--- config.mk ---
export PLATFORM = sky130hd
export DESIGN_NAME = rsx_exec
export DESIGN_NICKNAME = d
export VERILOG_FILES = /design/src/rsx_pkg.sv /design/src/rsx_alu.sv /design/src/rsx_exec.sv
export SDC_FILE = /design/constraint.sdc
export NUM_CORES = 1
export LEC_CHECK = 0
export ABC_AREA = 1
export BUFFER_PORTS_ARGS = -buffer_cell sky130_fd_sc_hd__buf_2
export CAP_MARGIN = 40
export CORE_ASPECT_RATIO = 0.75
export CORE_UTILIZATION = 30
export CTS_CLUSTER_DIAMETER = 40
export CTS_CLUSTER_SIZE = 40
export DETAILED_ROUTE_END_ITERATION = 8
export HOLD_SLACK_MARGIN = 0.12
export PLACE_DENSITY = 0.52
export SYNTH_ARGS = -nofsm -noshare
export SYNTH_HDL_FRONTEND = slang
export SYNTH_SLANG_ARGS = --single-unit
--- constraint.sdc ---
create_clock -name i_ref_clk -period 7.04 [get_ports i_ref_clk]
set_input_delay 0.352 -clock i_ref_clk [delete_from_list [all_inputs] [get_ports i_ref_clk]]
set_output_delay 0.352 -clock i_ref_clk [all_outputs]
set_load 0.05 [all_outputs]
--- src/rsx_pkg.sv ---
// Package of encodings, field positions and timing counts for the execute slice
// ****************************************************************************
// Function
// - A non-blocking stream write, or a blocking one with link space, completes in two cycles.
// - A blocking stream write holds the pipeline while the outgoing link has no space.
// - Register reverse subtract adds operand_b to the inverse of source_a and writes the destination.
// - Instruction bit 3 set keeps the carry flag, cleared loads it from the adder carry-out.
// - With bit 3 cleared both register and immediate forms update carry from the carry-out.
// - Instruction bit 4 set uses the carry flag as carry-in, cleared forces carry-in to one.
// - After a subtraction carry set means no borrow and carry clear means a borrow.
// - Immediate reverse subtract computes the extended immediate minus source_a with the same options.
// - The 16-bit immediate is sign-extended unless a directly preceding prefix supplies the upper half.
// - Return from break branches to source_a plus immediate and then clears break_in_progress.
// - Return from break executes one delay slot with breaks still disabled.
// - Return from interrupt branches to source_a plus immediate and then sets interrupt_enable_flag.
// - Return from interrupt executes one delay slot with interrupts still disabled.
// - Return from subroutine branches to source_a plus immediate, touches no flag, with a delay slot.
// - Register byte store writes data bits 0 to 7 to the unmasked sum of the two sources.
// - Immediate byte store writes the low data byte to source_a plus the extended immediate.
// ****************************************************************************
package rsx_pkg;
  localparam logic [5:0] OP_RSUB = 6'h01;
  localparam logic [5:0] OP_RSUBI = 6'h09;
  localparam logic [5:0] OP_IMM = 6'h2c;
  localparam logic [5:0] OP_RET = 6'h2d;
  localparam logic [5:0] OP_SB = 6'h34;
  localparam logic [5:0] OP_SBI = 6'h3c;
  localparam logic [5:0] OP_PUT = 6'h1b;
  localparam logic [4:0] RET_SUB = 5'h10;
  localparam logic [4:0] RET_INT = 5'h11;
  localparam logic [4:0] RET_BRK = 5'h12;
  localparam int BIT_KEEP = 3;
  localparam int BIT_CIN = 4;
  localparam int BIT_NBLK = 16;
  localparam int BIT_CTRL = 17;
  localparam int PUT_CYCLES = 2;
  localparam int STORE_CYCLES = 2;
  typedef enum logic [1:0] {
    RSX_IDLE = 2'b00,
    RSX_FINISH = 2'b01,
    RSX_STALL = 2'b11
  } rsx_state_t;
endpackage

--- src/rsx_alu.sv ---
// Reverse-subtract adder with carry selection
`timescale 1ns/1ps
`default_nettype none
module rsx_alu #(
  parameter int W = 32
) (
  input wire logic [W-1:0] i_minuend,
  input wire logic [W-1:0] i_subtrahend,
  input wire logic i_use_carry,
  input wire logic i_carry,
  output logic [W-1:0] o_diff,
  output logic o_carry_out
);
  logic cin;
  logic [W:0] sum;
  // ****************************************************************************
  // Adder
  // ****************************************************************************
  // Carry-in is one for plain subtraction, the flag when chained
  assign cin = i_use_carry ? i_carry : 1'b1;
  // Inverse of subtrahend plus minuend; top bit is not-borrow
  assign sum = {1'b0, i_minuend} + {1'b0, ~i_subtrahend} + {{W{1'b0}}, cin};
  assign o_diff = sum[W-1:0];
  assign o_carry_out = sum[W];
endmodule
`default_nettype wire

--- src/rsx_exec.sv ---
// Execute slice: reverse subtract, returns, byte stores and stream write
`timescale 1ns/1ps
`default_nettype none
module rsx_exec #(
  parameter int W = 32
) (
  input wire logic i_ref_clk,
  input wire logic i_rst_n,
  input wire logic i_valid,
  input wire logic [31:0] i_instr,
  input wire logic [W-1:0] i_source_a,
  input wire logic [W-1:0] i_operand_b,
  input wire logic [W-1:0] i_data,
  input wire logic i_link_full,
  output logic o_busy,
  output logic o_wr_en,
  output logic [4:0] o_wr_addr,
  output logic [W-1:0] o_wr_data,
  output logic o_branch,
  output logic [W-1:0] o_branch_target,
  output logic o_carry,
  output logic o_break_in_progress,
  output logic o_interrupt_enable_flag,
  output logic o_delay_slot,
  output logic o_mem_we,
  output logic [W-1:0] o_mem_addr,
  output logic [7:0] o_mem_byte,
  output logic o_link_valid,
  output logic [W-1:0] o_link_data,
  output logic o_link_ctrl
);
  typedef struct packed {
    rsx_pkg::rsx_state_t st;
    logic [15:0] hi;
    logic hi_valid;
    logic carry;
    logic break_in_progress;
    logic ie;
    logic slot;
    logic [1:0] ret_kind;
    logic wr_en;
    logic [4:0] wr_addr;
    logic [W-1:0] wr_data;
    logic branch;
    logic [W-1:0] target;
    logic mem_we;
    logic [W-1:0] mem_addr;
    logic [7:0] mem_byte;
    logic link_valid;
    logic [W-1:0] link_data;
    logic link_ctrl;
  } rsx_regs_t;

  rsx_regs_t s_reg;
  rsx_regs_t s_next;
  logic [5:0] opc;
  logic [4:0] rd;
  logic [W-1:0] imm_ext;
  logic [W-1:0] alu_min;
  logic [W-1:0] diff;
  logic cout;
  logic is_put;
  logic put_blocks;
  logic is_rsub;

  // ****************************************************************************
  // Decode
  // ****************************************************************************
  assign opc = i_instr[31:26];
  assign rd = i_instr[25:21];
  // Prefix supplies the upper half, otherwise sign extension
  assign imm_ext = s_reg.hi_valid ? {s_reg.hi, i_instr[15:0]} : {{16{i_instr[15]}}, i_instr[15:0]};
  // Bits 3 and 4 of the instruction sit at positions 28 and 27 here
  assign alu_min = (opc[5:3] == 3'b001) ? imm_ext : i_operand_b;
  // Both forms and all keep and carry variants; K and C sit inside the opcode
  assign is_rsub = (opc[5:4] == 2'b00) && opc[0];
  assign is_put = i_valid && (opc == rsx_pkg::OP_PUT);
  // Blocking write must wait while the link is full
  assign put_blocks = is_put && !i_instr[rsx_pkg::BIT_NBLK] && i_link_full;

  rsx_alu #(
    .W(W)
  ) u_alu (
    .i_minuend(alu_min),
    .i_subtrahend(i_source_a),
    .i_use_carry(i_instr[31 - rsx_pkg::BIT_CIN]),
    .i_carry(s_reg.carry),
    .o_diff(diff),
    .o_carry_out(cout)
  );

  // ****************************************************************************
  // Next state
  // ****************************************************************************
  // One-cycle pulses cleared each cycle; flags change only on their events
  always_comb
  begin
    s_next = s_reg;
    s_next.wr_en = 1'b0;
    s_next.branch = 1'b0;
    s_next.mem_we = 1'b0;
    s_next.link_valid = 1'b0;
    s_next.slot = 1'b0;
    // Flag side effect lands after the delay slot has run
    if (s_reg.slot)
    begin
      if (s_reg.ret_kind == 2'd2)
        s_next.break_in_progress = 1'b0;
      if (s_reg.ret_kind == 2'd1)
        s_next.ie = 1'b1;
    end
    case (s_reg.st)
      rsx_pkg::RSX_FINISH:
      begin
        s_next.st = rsx_pkg::RSX_IDLE;
      end
      rsx_pkg::RSX_STALL:
      begin
        if (!i_link_full)
        begin
          s_next.link_valid = 1'b1;
          s_next.link_data = i_source_a;
          s_next.link_ctrl = i_instr[rsx_pkg::BIT_CTRL];
          s_next.st = rsx_pkg::RSX_FINISH;
        end
      end
      default:
      begin
        if (i_valid)
        begin
          s_next.hi_valid = 1'b0;
          if (opc == rsx_pkg::OP_IMM)
          begin
            s_next.hi = i_instr[15:0];
            s_next.hi_valid = 1'b1;
          end
          else if (is_rsub)
          begin
            // Group covers keep and carry variants of both forms
            s_next.wr_en = 1'b1;
            s_next.wr_addr = rd;
            s_next.wr_data = diff;
          end
          else if (opc == rsx_pkg::OP_RET)
          begin
            s_next.branch = 1'b1;
            s_next.target = i_source_a + imm_ext;
            s_next.slot = 1'b1;
            s_next.ret_kind = (rd == rsx_pkg::RET_BRK) ? 2'd2 : (rd == rsx_pkg::RET_INT) ? 2'd1 : 2'd0;
          end
          else if (opc == rsx_pkg::OP_SB)
          begin
            s_next.mem_we = 1'b1;
            s_next.mem_addr = i_source_a + i_operand_b;
            s_next.mem_byte = i_data[7:0];
            s_next.st = rsx_pkg::RSX_FINISH;
          end
          else if (opc == rsx_pkg::OP_SBI)
          begin
            s_next.mem_we = 1'b1;
            s_next.mem_addr = i_source_a + imm_ext;
            s_next.mem_byte = i_data[7:0];
            s_next.st = rsx_pkg::RSX_FINISH;
          end
          else if (is_put)
          begin
            if (put_blocks)
              s_next.st = rsx_pkg::RSX_STALL;
            else
            begin
              s_next.link_valid = !i_link_full;
              s_next.link_data = i_source_a;
              s_next.link_ctrl = i_instr[rsx_pkg::BIT_CTRL];
              s_next.st = rsx_pkg::RSX_FINISH;
              // Non-blocking write reports a full link through carry
              s_next.carry = i_link_full;
            end
          end
          // Carry update for subtraction unless keep is set
          if (is_rsub && !i_instr[31 - rsx_pkg::BIT_KEEP])
            s_next.carry = cout;
        end
      end
    endcase
    if (!i_rst_n)
    begin
      s_next = '0;
      s_next.st = rsx_pkg::RSX_IDLE;
    end
  end

  // ****************************************************************************
  // State register
  // ****************************************************************************
  always_ff @(posedge i_ref_clk)
  begin
    s_reg <= s_next;
  end

  // ****************************************************************************
  // Outputs
  // ****************************************************************************
  // Busy holds the issuing stage; handshake may be combinational
  assign o_busy = (s_reg.st == rsx_pkg::RSX_STALL) || (s_reg.st == rsx_pkg::RSX_FINISH) || put_blocks;
  assign o_wr_en = s_reg.wr_en;
  assign o_wr_addr = s_reg.wr_addr;
  assign o_wr_data = s_reg.wr_data;
  assign o_branch = s_reg.branch;
  assign o_branch_target = s_reg.target;
  assign o_carry = s_reg.carry;
  assign o_break_in_progress = s_reg.break_in_progress;
  assign o_interrupt_enable_flag = s_reg.ie;
  assign o_delay_slot = s_reg.slot;
  assign o_mem_we = s_reg.mem_we;
  assign o_mem_addr = s_reg.mem_addr;
  assign o_mem_byte = s_reg.mem_byte;
  assign o_link_valid = s_reg.link_valid;
  assign o_link_data = s_reg.link_data;
  assign o_link_ctrl = s_reg.link_ctrl;

  // ****************************************************************************
  // Checks
  // ****************************************************************************
  // Accepted write finishes in exactly two cycles
  property p_put_two;
    @(posedge i_ref_clk) disable iff (!i_rst_n)
    (s_reg.st == rsx_pkg::RSX_IDLE && is_put && !put_blocks) |=> (s_reg.st == rsx_pkg::RSX_FINISH) ##1 (s_reg.st == rsx_pkg::RSX_IDLE);
  endproperty
  a_put_two: assert property (p_put_two) else $error("stream write not two cycles");
  // Nothing leaves on the link while a blocking write is stalled
  property p_put_stall;
    @(posedge i_ref_clk) disable iff (!i_rst_n)
    (s_reg.st == rsx_pkg::RSX_STALL && i_link_full) |-> o_busy ##1 !o_link_valid;
  endproperty
  a_put_stall: assert property (p_put_stall) else $error("blocking write leaked while full");
  // Register form result against the carry-in rule
  property p_sub;
    @(posedge i_ref_clk) disable iff (!i_rst_n)
    (s_reg.st == rsx_pkg::RSX_IDLE && i_valid && is_rsub && !opc[3])
      |=> o_wr_en && o_wr_data == $past(i_operand_b) - $past(i_source_a) - {{(W-1){1'b0}}, $past(i_instr[27]) & ~$past(s_reg.carry)};
  endproperty
  a_sub: assert property (p_sub) else $error("reverse subtract wrong");
  // Keep variants of both forms leave carry alone
  property p_keep;
    @(posedge i_ref_clk) disable iff (!i_rst_n)
    (s_reg.st == rsx_pkg::RSX_IDLE && i_valid && is_rsub && i_instr[28]) |=> $stable(o_carry);
  endproperty
  a_keep: assert property (p_keep) else $error("keep carry lost");
  // Plain immediate subtract: carry set exactly when no borrow
  property p_borrow;
    @(posedge i_ref_clk) disable iff (!i_rst_n)
    (s_reg.st == rsx_pkg::RSX_IDLE && i_valid && is_rsub && opc[3] && i_instr[28:27] == 2'b00)
      |=> o_carry == ($past(imm_ext) >= $past(i_source_a));
  endproperty
  a_borrow: assert property (p_borrow) else $error("carry not inverse borrow");
  // Break flag untouched in the slot, clear afterwards
  property p_brk;
    @(posedge i_ref_clk) disable iff (!i_rst_n)
    (o_branch && s_reg.ret_kind == 2'd2) |-> $stable(o_break_in_progress) ##1 !o_break_in_progress;
  endproperty
  a_brk: assert property (p_brk) else $error("break flag timing wrong");
  // Interrupt enable unchanged in the slot, then comes on
  property p_int;
    @(posedge i_ref_clk) disable iff (!i_rst_n)
    (o_branch && s_reg.ret_kind == 2'd1) |-> $stable(o_interrupt_enable_flag) ##1 o_interrupt_enable_flag;
  endproperty
  a_int: assert property (p_int) else $error("interrupt enable timing wrong");
  property p_sb;
    @(posedge i_ref_clk) disable iff (!i_rst_n)
    (s_reg.st == rsx_pkg::RSX_IDLE && i_valid && opc == rsx_pkg::OP_SB)
      |=> o_mem_we && o_mem_addr == $past(i_source_a) + $past(i_operand_b) && o_mem_byte == $past(i_data[7:0]);
  endproperty
  a_sb: assert property (p_sb) else $error("byte store wrong");

  // Refused non-blocking write leaves the link idle and flags carry
  property p_put_refused;
    @(posedge i_ref_clk) disable iff (!i_rst_n)
    (s_reg.st == rsx_pkg::RSX_IDLE && is_put && i_instr[rsx_pkg::BIT_NBLK] && i_link_full) |=> !o_link_valid && o_carry;
  endproperty
  a_put_refused: assert property (p_put_refused) else $error("refused write not flagged");

  // Non-blocking write with space goes out and clears carry
  property p_put_sent;
    @(posedge i_ref_clk) disable iff (!i_rst_n)
    (s_reg.st == rsx_pkg::RSX_IDLE && is_put && i_instr[rsx_pkg::BIT_NBLK] && !i_link_full) |=> o_link_valid && !o_carry;
  endproperty
  a_put_sent: assert property (p_put_sent) else $error("accepted write not sent");

  // Stalled word leaves one cycle after space appears
  property p_stall_release;
    @(posedge i_ref_clk) disable iff (!i_rst_n)
    (s_reg.st == rsx_pkg::RSX_STALL && !i_link_full) |=> o_link_valid && o_link_data == $past(i_source_a);
  endproperty
  a_stall_release: assert property (p_stall_release) else $error("stalled word not released");

  // Chained variants use the flag as carry-in
  property p_carry_in;
    @(posedge i_ref_clk) disable iff (!i_rst_n)
    (s_reg.st == rsx_pkg::RSX_IDLE && i_valid && is_rsub && i_instr[31 - rsx_pkg::BIT_CIN])
      |=> o_wr_data == $past(alu_min) + ~$past(i_source_a) + {{(W-1){1'b0}}, $past(s_reg.carry)};
  endproperty
  a_carry_in: assert property (p_carry_in) else $error("carry-in not used");

  // Prefix supplies the upper half of the immediate
  property p_imm_prefix;
    @(posedge i_ref_clk) disable iff (!i_rst_n)
    (s_reg.st == rsx_pkg::RSX_IDLE && i_valid && s_reg.hi_valid && opc == rsx_pkg::OP_SBI)
      |=> o_mem_addr == $past(i_source_a) + {$past(s_reg.hi), $past(i_instr[15:0])};
  endproperty
  a_imm_prefix: assert property (p_imm_prefix) else $error("prefixed immediate wrong");

  // Without prefix the immediate store address is sign extended
  property p_imm_sext;
    @(posedge i_ref_clk) disable iff (!i_rst_n)
    (s_reg.st == rsx_pkg::RSX_IDLE && i_valid && !s_reg.hi_valid && opc == rsx_pkg::OP_SBI)
      |=> o_mem_addr == $past(i_source_a) + {{16{$past(i_instr[15])}}, $past(i_instr[15:0])};
  endproperty
  a_imm_sext: assert property (p_imm_sext) else $error("immediate store address wrong");

  // Every return branches with a slot to source plus immediate
  property p_ret_target;
    @(posedge i_ref_clk) disable iff (!i_rst_n)
    (s_reg.st == rsx_pkg::RSX_IDLE && i_valid && !s_reg.hi_valid && opc == rsx_pkg::OP_RET)
      |=> o_branch && o_delay_slot && o_branch_target == $past(i_source_a) + {{16{$past(i_instr[15])}}, $past(i_instr[15:0])};
  endproperty
  a_ret_target: assert property (p_ret_target) else $error("return target wrong");

  // Subroutine return changes no status flag
  property p_rts_flags;
    @(posedge i_ref_clk) disable iff (!i_rst_n)
    (o_branch && s_reg.ret_kind == 2'd0) |=> $stable(o_interrupt_enable_flag) && $stable(o_break_in_progress);
  endproperty
  a_rts_flags: assert property (p_rts_flags) else $error("subroutine return touched a flag");

  // Stores take two cycles and write no register
  property p_store_hold;
    @(posedge i_ref_clk) disable iff (!i_rst_n)
    (s_reg.st == rsx_pkg::RSX_IDLE && i_valid && (opc == rsx_pkg::OP_SB || opc == rsx_pkg::OP_SBI)) |=> o_busy && !o_wr_en;
  endproperty
  a_store_hold: assert property (p_store_hold) else $error("store timing wrong");

  // A delay slot only ever follows a return branch
  property p_slot_pulse;
    @(posedge i_ref_clk) disable iff (!i_rst_n)
    o_delay_slot |-> o_branch;
  endproperty
  a_slot_pulse: assert property (p_slot_pulse) else $error("slot without branch");

  c_stall: cover property (@(posedge i_ref_clk) disable iff (!i_rst_n) s_reg.st == rsx_pkg::RSX_STALL ##1 o_link_valid);
  c_rtbd: cover property (@(posedge i_ref_clk) disable iff (!i_rst_n) o_branch && s_reg.ret_kind == 2'd2);
  c_sb: cover property (@(posedge i_ref_clk) disable iff (!i_rst_n) o_mem_we);
  c_prefix: cover property (@(posedge i_ref_clk) disable iff (!i_rst_n) s_reg.hi_valid && i_valid && opc == rsx_pkg::OP_SBI);
  c_refused: cover property (@(posedge i_ref_clk) disable iff (!i_rst_n) is_put && i_instr[rsx_pkg::BIT_NBLK] && i_link_full);
endmodule
`default_nettype wire

==> flow_summary.json <==
{
  "vias": 15700,
  "p_per_area_nw_per_um2": 169.9,
  "syn_inst": 2555,
  "first_iter_violations": 1573,
  "multi_input_area_um2": 8746,
  "finalCriticalPeriod_ns": 3.526,
  "worstSkewPairLatency_ns": 0.48,
  "die_w_um": 261.8,
  "path_clk_slew_ns": 0.07,
  "reg2reg_depth": 17,
  "hpwl_um": 49900,
  "drtAntennaViolNets": 0,
  "seq_area_um2": 3383,
  "synth-seq-cells": 169,
  "row_count": 70,
  "r2r_slack_ns": 3.75,
  "fin_skew_ns": 0.009877,
  "grt_pass1_wl_um": 88140,
  "tns_ns": 0,
  "top_usage_layer": "met1",
  "synthDistinctLibCells": 49,
  "start_kind": "input port",
  "p_seq_frac": 0.344,
  "switchingPower_uw": 1101,
  "fillers": 5604,
  "hp-class": "input port to flip-flop",
  "post-route-period-util": 0.5009,
  "required_ns": 7.43,
  "slew-limit-headroom": 0.4652,
  "cp_data_arrival_time_ns": 3.91,
  "clock_path_buffers": 2,
  "ys_seq_area_frac": 0.2228,
  "avgViaCountPerCell": 4.743,
  "grt_pass1_vias": 14440,
  "synth-edff-count": 0,
  "netlist_area_um2": 15180,
  "finalHoldViolCount": 0,
  "power_uw": 2839,
  "nets": 2872,
  "place_congestion": 0.9580,
  "worst_slew_pin_slew_ns": 0.8022,
  "cts_setup_buffers": 0,
  "core_area_um2": 49310,
  "grt_remaining_overflow": 0,
  "grt_max_degree": 70,
  "ys.flop_type": "dfxtp_1",
  "min-delay-start": "i_instr[22]",
  "antenna_found_initial": 11,
  "crit_path_max_fanout": 34,
  "drv_slew": 0,
  "yosysTopAreaCell": "dfxtp_1",
  "wl_per_cell_um": 18.09,
  "leakage_uw": 0.009320,
  "utilization": 0.3388,
  "async_flop_share": 0,
  "holdPathStages": 3,
  "min_to": "o_wr_addr[1]$_SDFFE_PN0P_",
  "syn_area_per_cell_um2": 5.943,
  "yosysWarningCount": 0,
  "gr-usage-met1": 0.3430,
  "syn2layout_area_growth_pct": 10.04,
  "use_met2": 0.3412,
  "io_pins": 283,
  "h-tree-depth": 4,
  "peakVddDrop_mv": 0.1861,
  "swShare": 0.3879,
  "die_h_um": 196.8,
  "cts.sinks": 169,
  "io_buffers": 254,
  "p_comb_frac": 0.318,
  "cts_tree": "done",
  "max_freq_ghz": 0.2836,
  "critPathCaptureType": "flip-flop",
  "track_usage": 0.2306,
  "root_buffer": "clkbuf_16",
  "maxCapViolations": 0,
  "yosysTopAreaCellShare": 0.2228,
  "p_int_uw": 1738,
  "setup_viol": 0,
  "gr-usage-met3": 0.04745,
  "syn_nets": 2784,
  "clockPowerShare": 0.338,
  "postCtsResizedCells": 0,
  "layout-drive-gt1-share": 0.1254,
  "dieArea_um2": 51520,
  "drc": 0,
  "numCtsBuffers": 17,
  "status": "finished, final reports clean",
  "r2r_end": "o_mem_addr[26]$_SDFFE_PN0P_",
  "worstSetupPathType": "input port to flip-flop",
  "drt_pass1_iterations": 7,
  "drt_wl_total_um": 59860,
  "rsz0062_at_grt": "false",
  "start_util": 0.3079,
  "r2r_start": "s_reg[152]$_SDFFE_PN0P_",
  "yosys-top-cells-area": "dfxtp_1, nand2_1, inv_1"
}
per-stage QoR:
| stage | std cells | area (µm²) | hold WS (ns) | worst slack (ns) |
|---|---|---|---|---|
| after global routing | 3305 | 16700 | 0.1428 | 3.208 |
| after detailed placement | 3261 | 16020 | 0.4497 | 3.082 |
| final | 3309 | 16710 | 0.1495 | 3.514 |
| after global placement | 3257 | 15940 | 0.4383 | 2.769 |
| after CTS | 3304 | 16690 | 0.1236 | 3.583 |
| after floorplan | 2555 | 15180 | 0.4290 | 4.061 |
routing by layer:
metal	part of all wire	routed length [µm]
met5	0.0013	79
met4	0.0093	557
met3	0.071	4253
met2	0.41	24800
met1	0.50	30170
cells in the mapped netlist (3+ instances only):
master,number
xnor2_1,3
o21ai_1,11
nand3b_1,9
fa_1,4
buf_6,3
clkbuf_1,30
buf_2,22
xor2_1,33
nor3_1,21
nand4_1,23
nand2_1,712
a211oi_2,17
a21oi_1,108
o21bai_1,4
a31oi_1,19
nand3_1,151
nor2_1,336
nor4_1,5
ha_1,93
o21ai_0,95
inv_1,433
o211ai_1,25
buf_4,152
o21a_1,4
and2_1,4
buf_1,3
a21o_1,5
or2_2,3
inv_2,6
a211oi_1,29
dfxtp_1,169
worst max-delay path, cell delays in order:
cell and delay (ns):
buf_2 0.12, nor2_1 0.16, nand2_1 0.10, buf_8 0.18, clkinv_1 0.05, buf_4 0.32
o21ai_0 0.19, fa_1 0.46, fa_1 0.45, inv_1 0.12, nand3_1 0.08, nand2_1 0.18
nand2_1 0.07, nand2_1 0.14, inv_1 0.10, o21ai_1 0.34, nand2_1 0.16, nand3_1 0.12
nand3_1 0.09, nand2_1 0.09, inv_1 0.03
layout make-up:
| type | instances | area share |
|---|---|---|
| antenna | 5 | 0.0007489 |
| clock buffer | 21 | 0.02696 |
| clock inverter | 11 | 0.006740 |
| inverter | 441 | 0.09923 |
| multi-input combinational | 1735 | 0.5235 |
| sequential | 169 | 0.2025 |
| tap | 648 | 0.04853 |
| timing repair buffer | 279 | 0.09181 |
power groups by stage:
stage,Clock (µW),Sequential [µW],Combinational (µW)
after floorplan,0,998,612
after CTS,989,976,896
after global routing,1030,978,1000
final,959,976,903
after detailed placement,0,999,884
after global placement,0,998,883
worst max-delay path by stage:
stage / slack, ns / start / cells past startpoint / to
after floorplan: 4.06 / i_instr[30] / 19 / o_wr_data[28]$_SDFFE_PN0P_
after global placement: 2.77 / i_instr[30] / 20 / o_wr_data[28]$_SDFFE_PN0P_
after detailed placement: 3.08 / i_instr[30] / 21 / o_wr_data[28]$_SDFFE_PN0P_
after CTS: 3.58 / i_instr[30] / 21 / o_wr_data[28]$_SDFFE_PN0P_
after global routing: 3.21 / i_instr[30] / 21 / o_wr_data[28]$_SDFFE_PN0P_
final: 3.51 / i_instr[30] / 21 / o_wr_data[28]$_SDFFE_PN0P_
cell families after synthesis:
family	Yosys count	synth area share
AOI/OAI and AO/OA	325	0.1297
xor gates and xnor gates	36	0.02077
adders and majority gates	97	0.08191
buffers and inverters	651	0.2018
DFF	169	0.2228
other	1	0.0002470
and+or+nand+nor	1276	0.3427
layout by cell type (no fill, tap or decap), drive strengths merged, types with 25 or more instances in the layout:
cell type | Yosys | layout
nor2 | 338 | 338
nand2 | 713 | 713
o211ai | 25 | 25
dfxtp | 169 | 169
o21ai | 107 | 107
ha | 93 | 93
nand3 | 153 | 153
buf | 180 | 268
a21oi | 108 | 108
inv | 439 | 443
xor2 | 33 | 33
a211oi | 46 | 46
timing repair:
item                                   CTS  global route
hold buffers                            11             0
setup endpoints to repair                0             0
endpoints found under the hold margin   11             0
(Power assumes the default switching activity.)
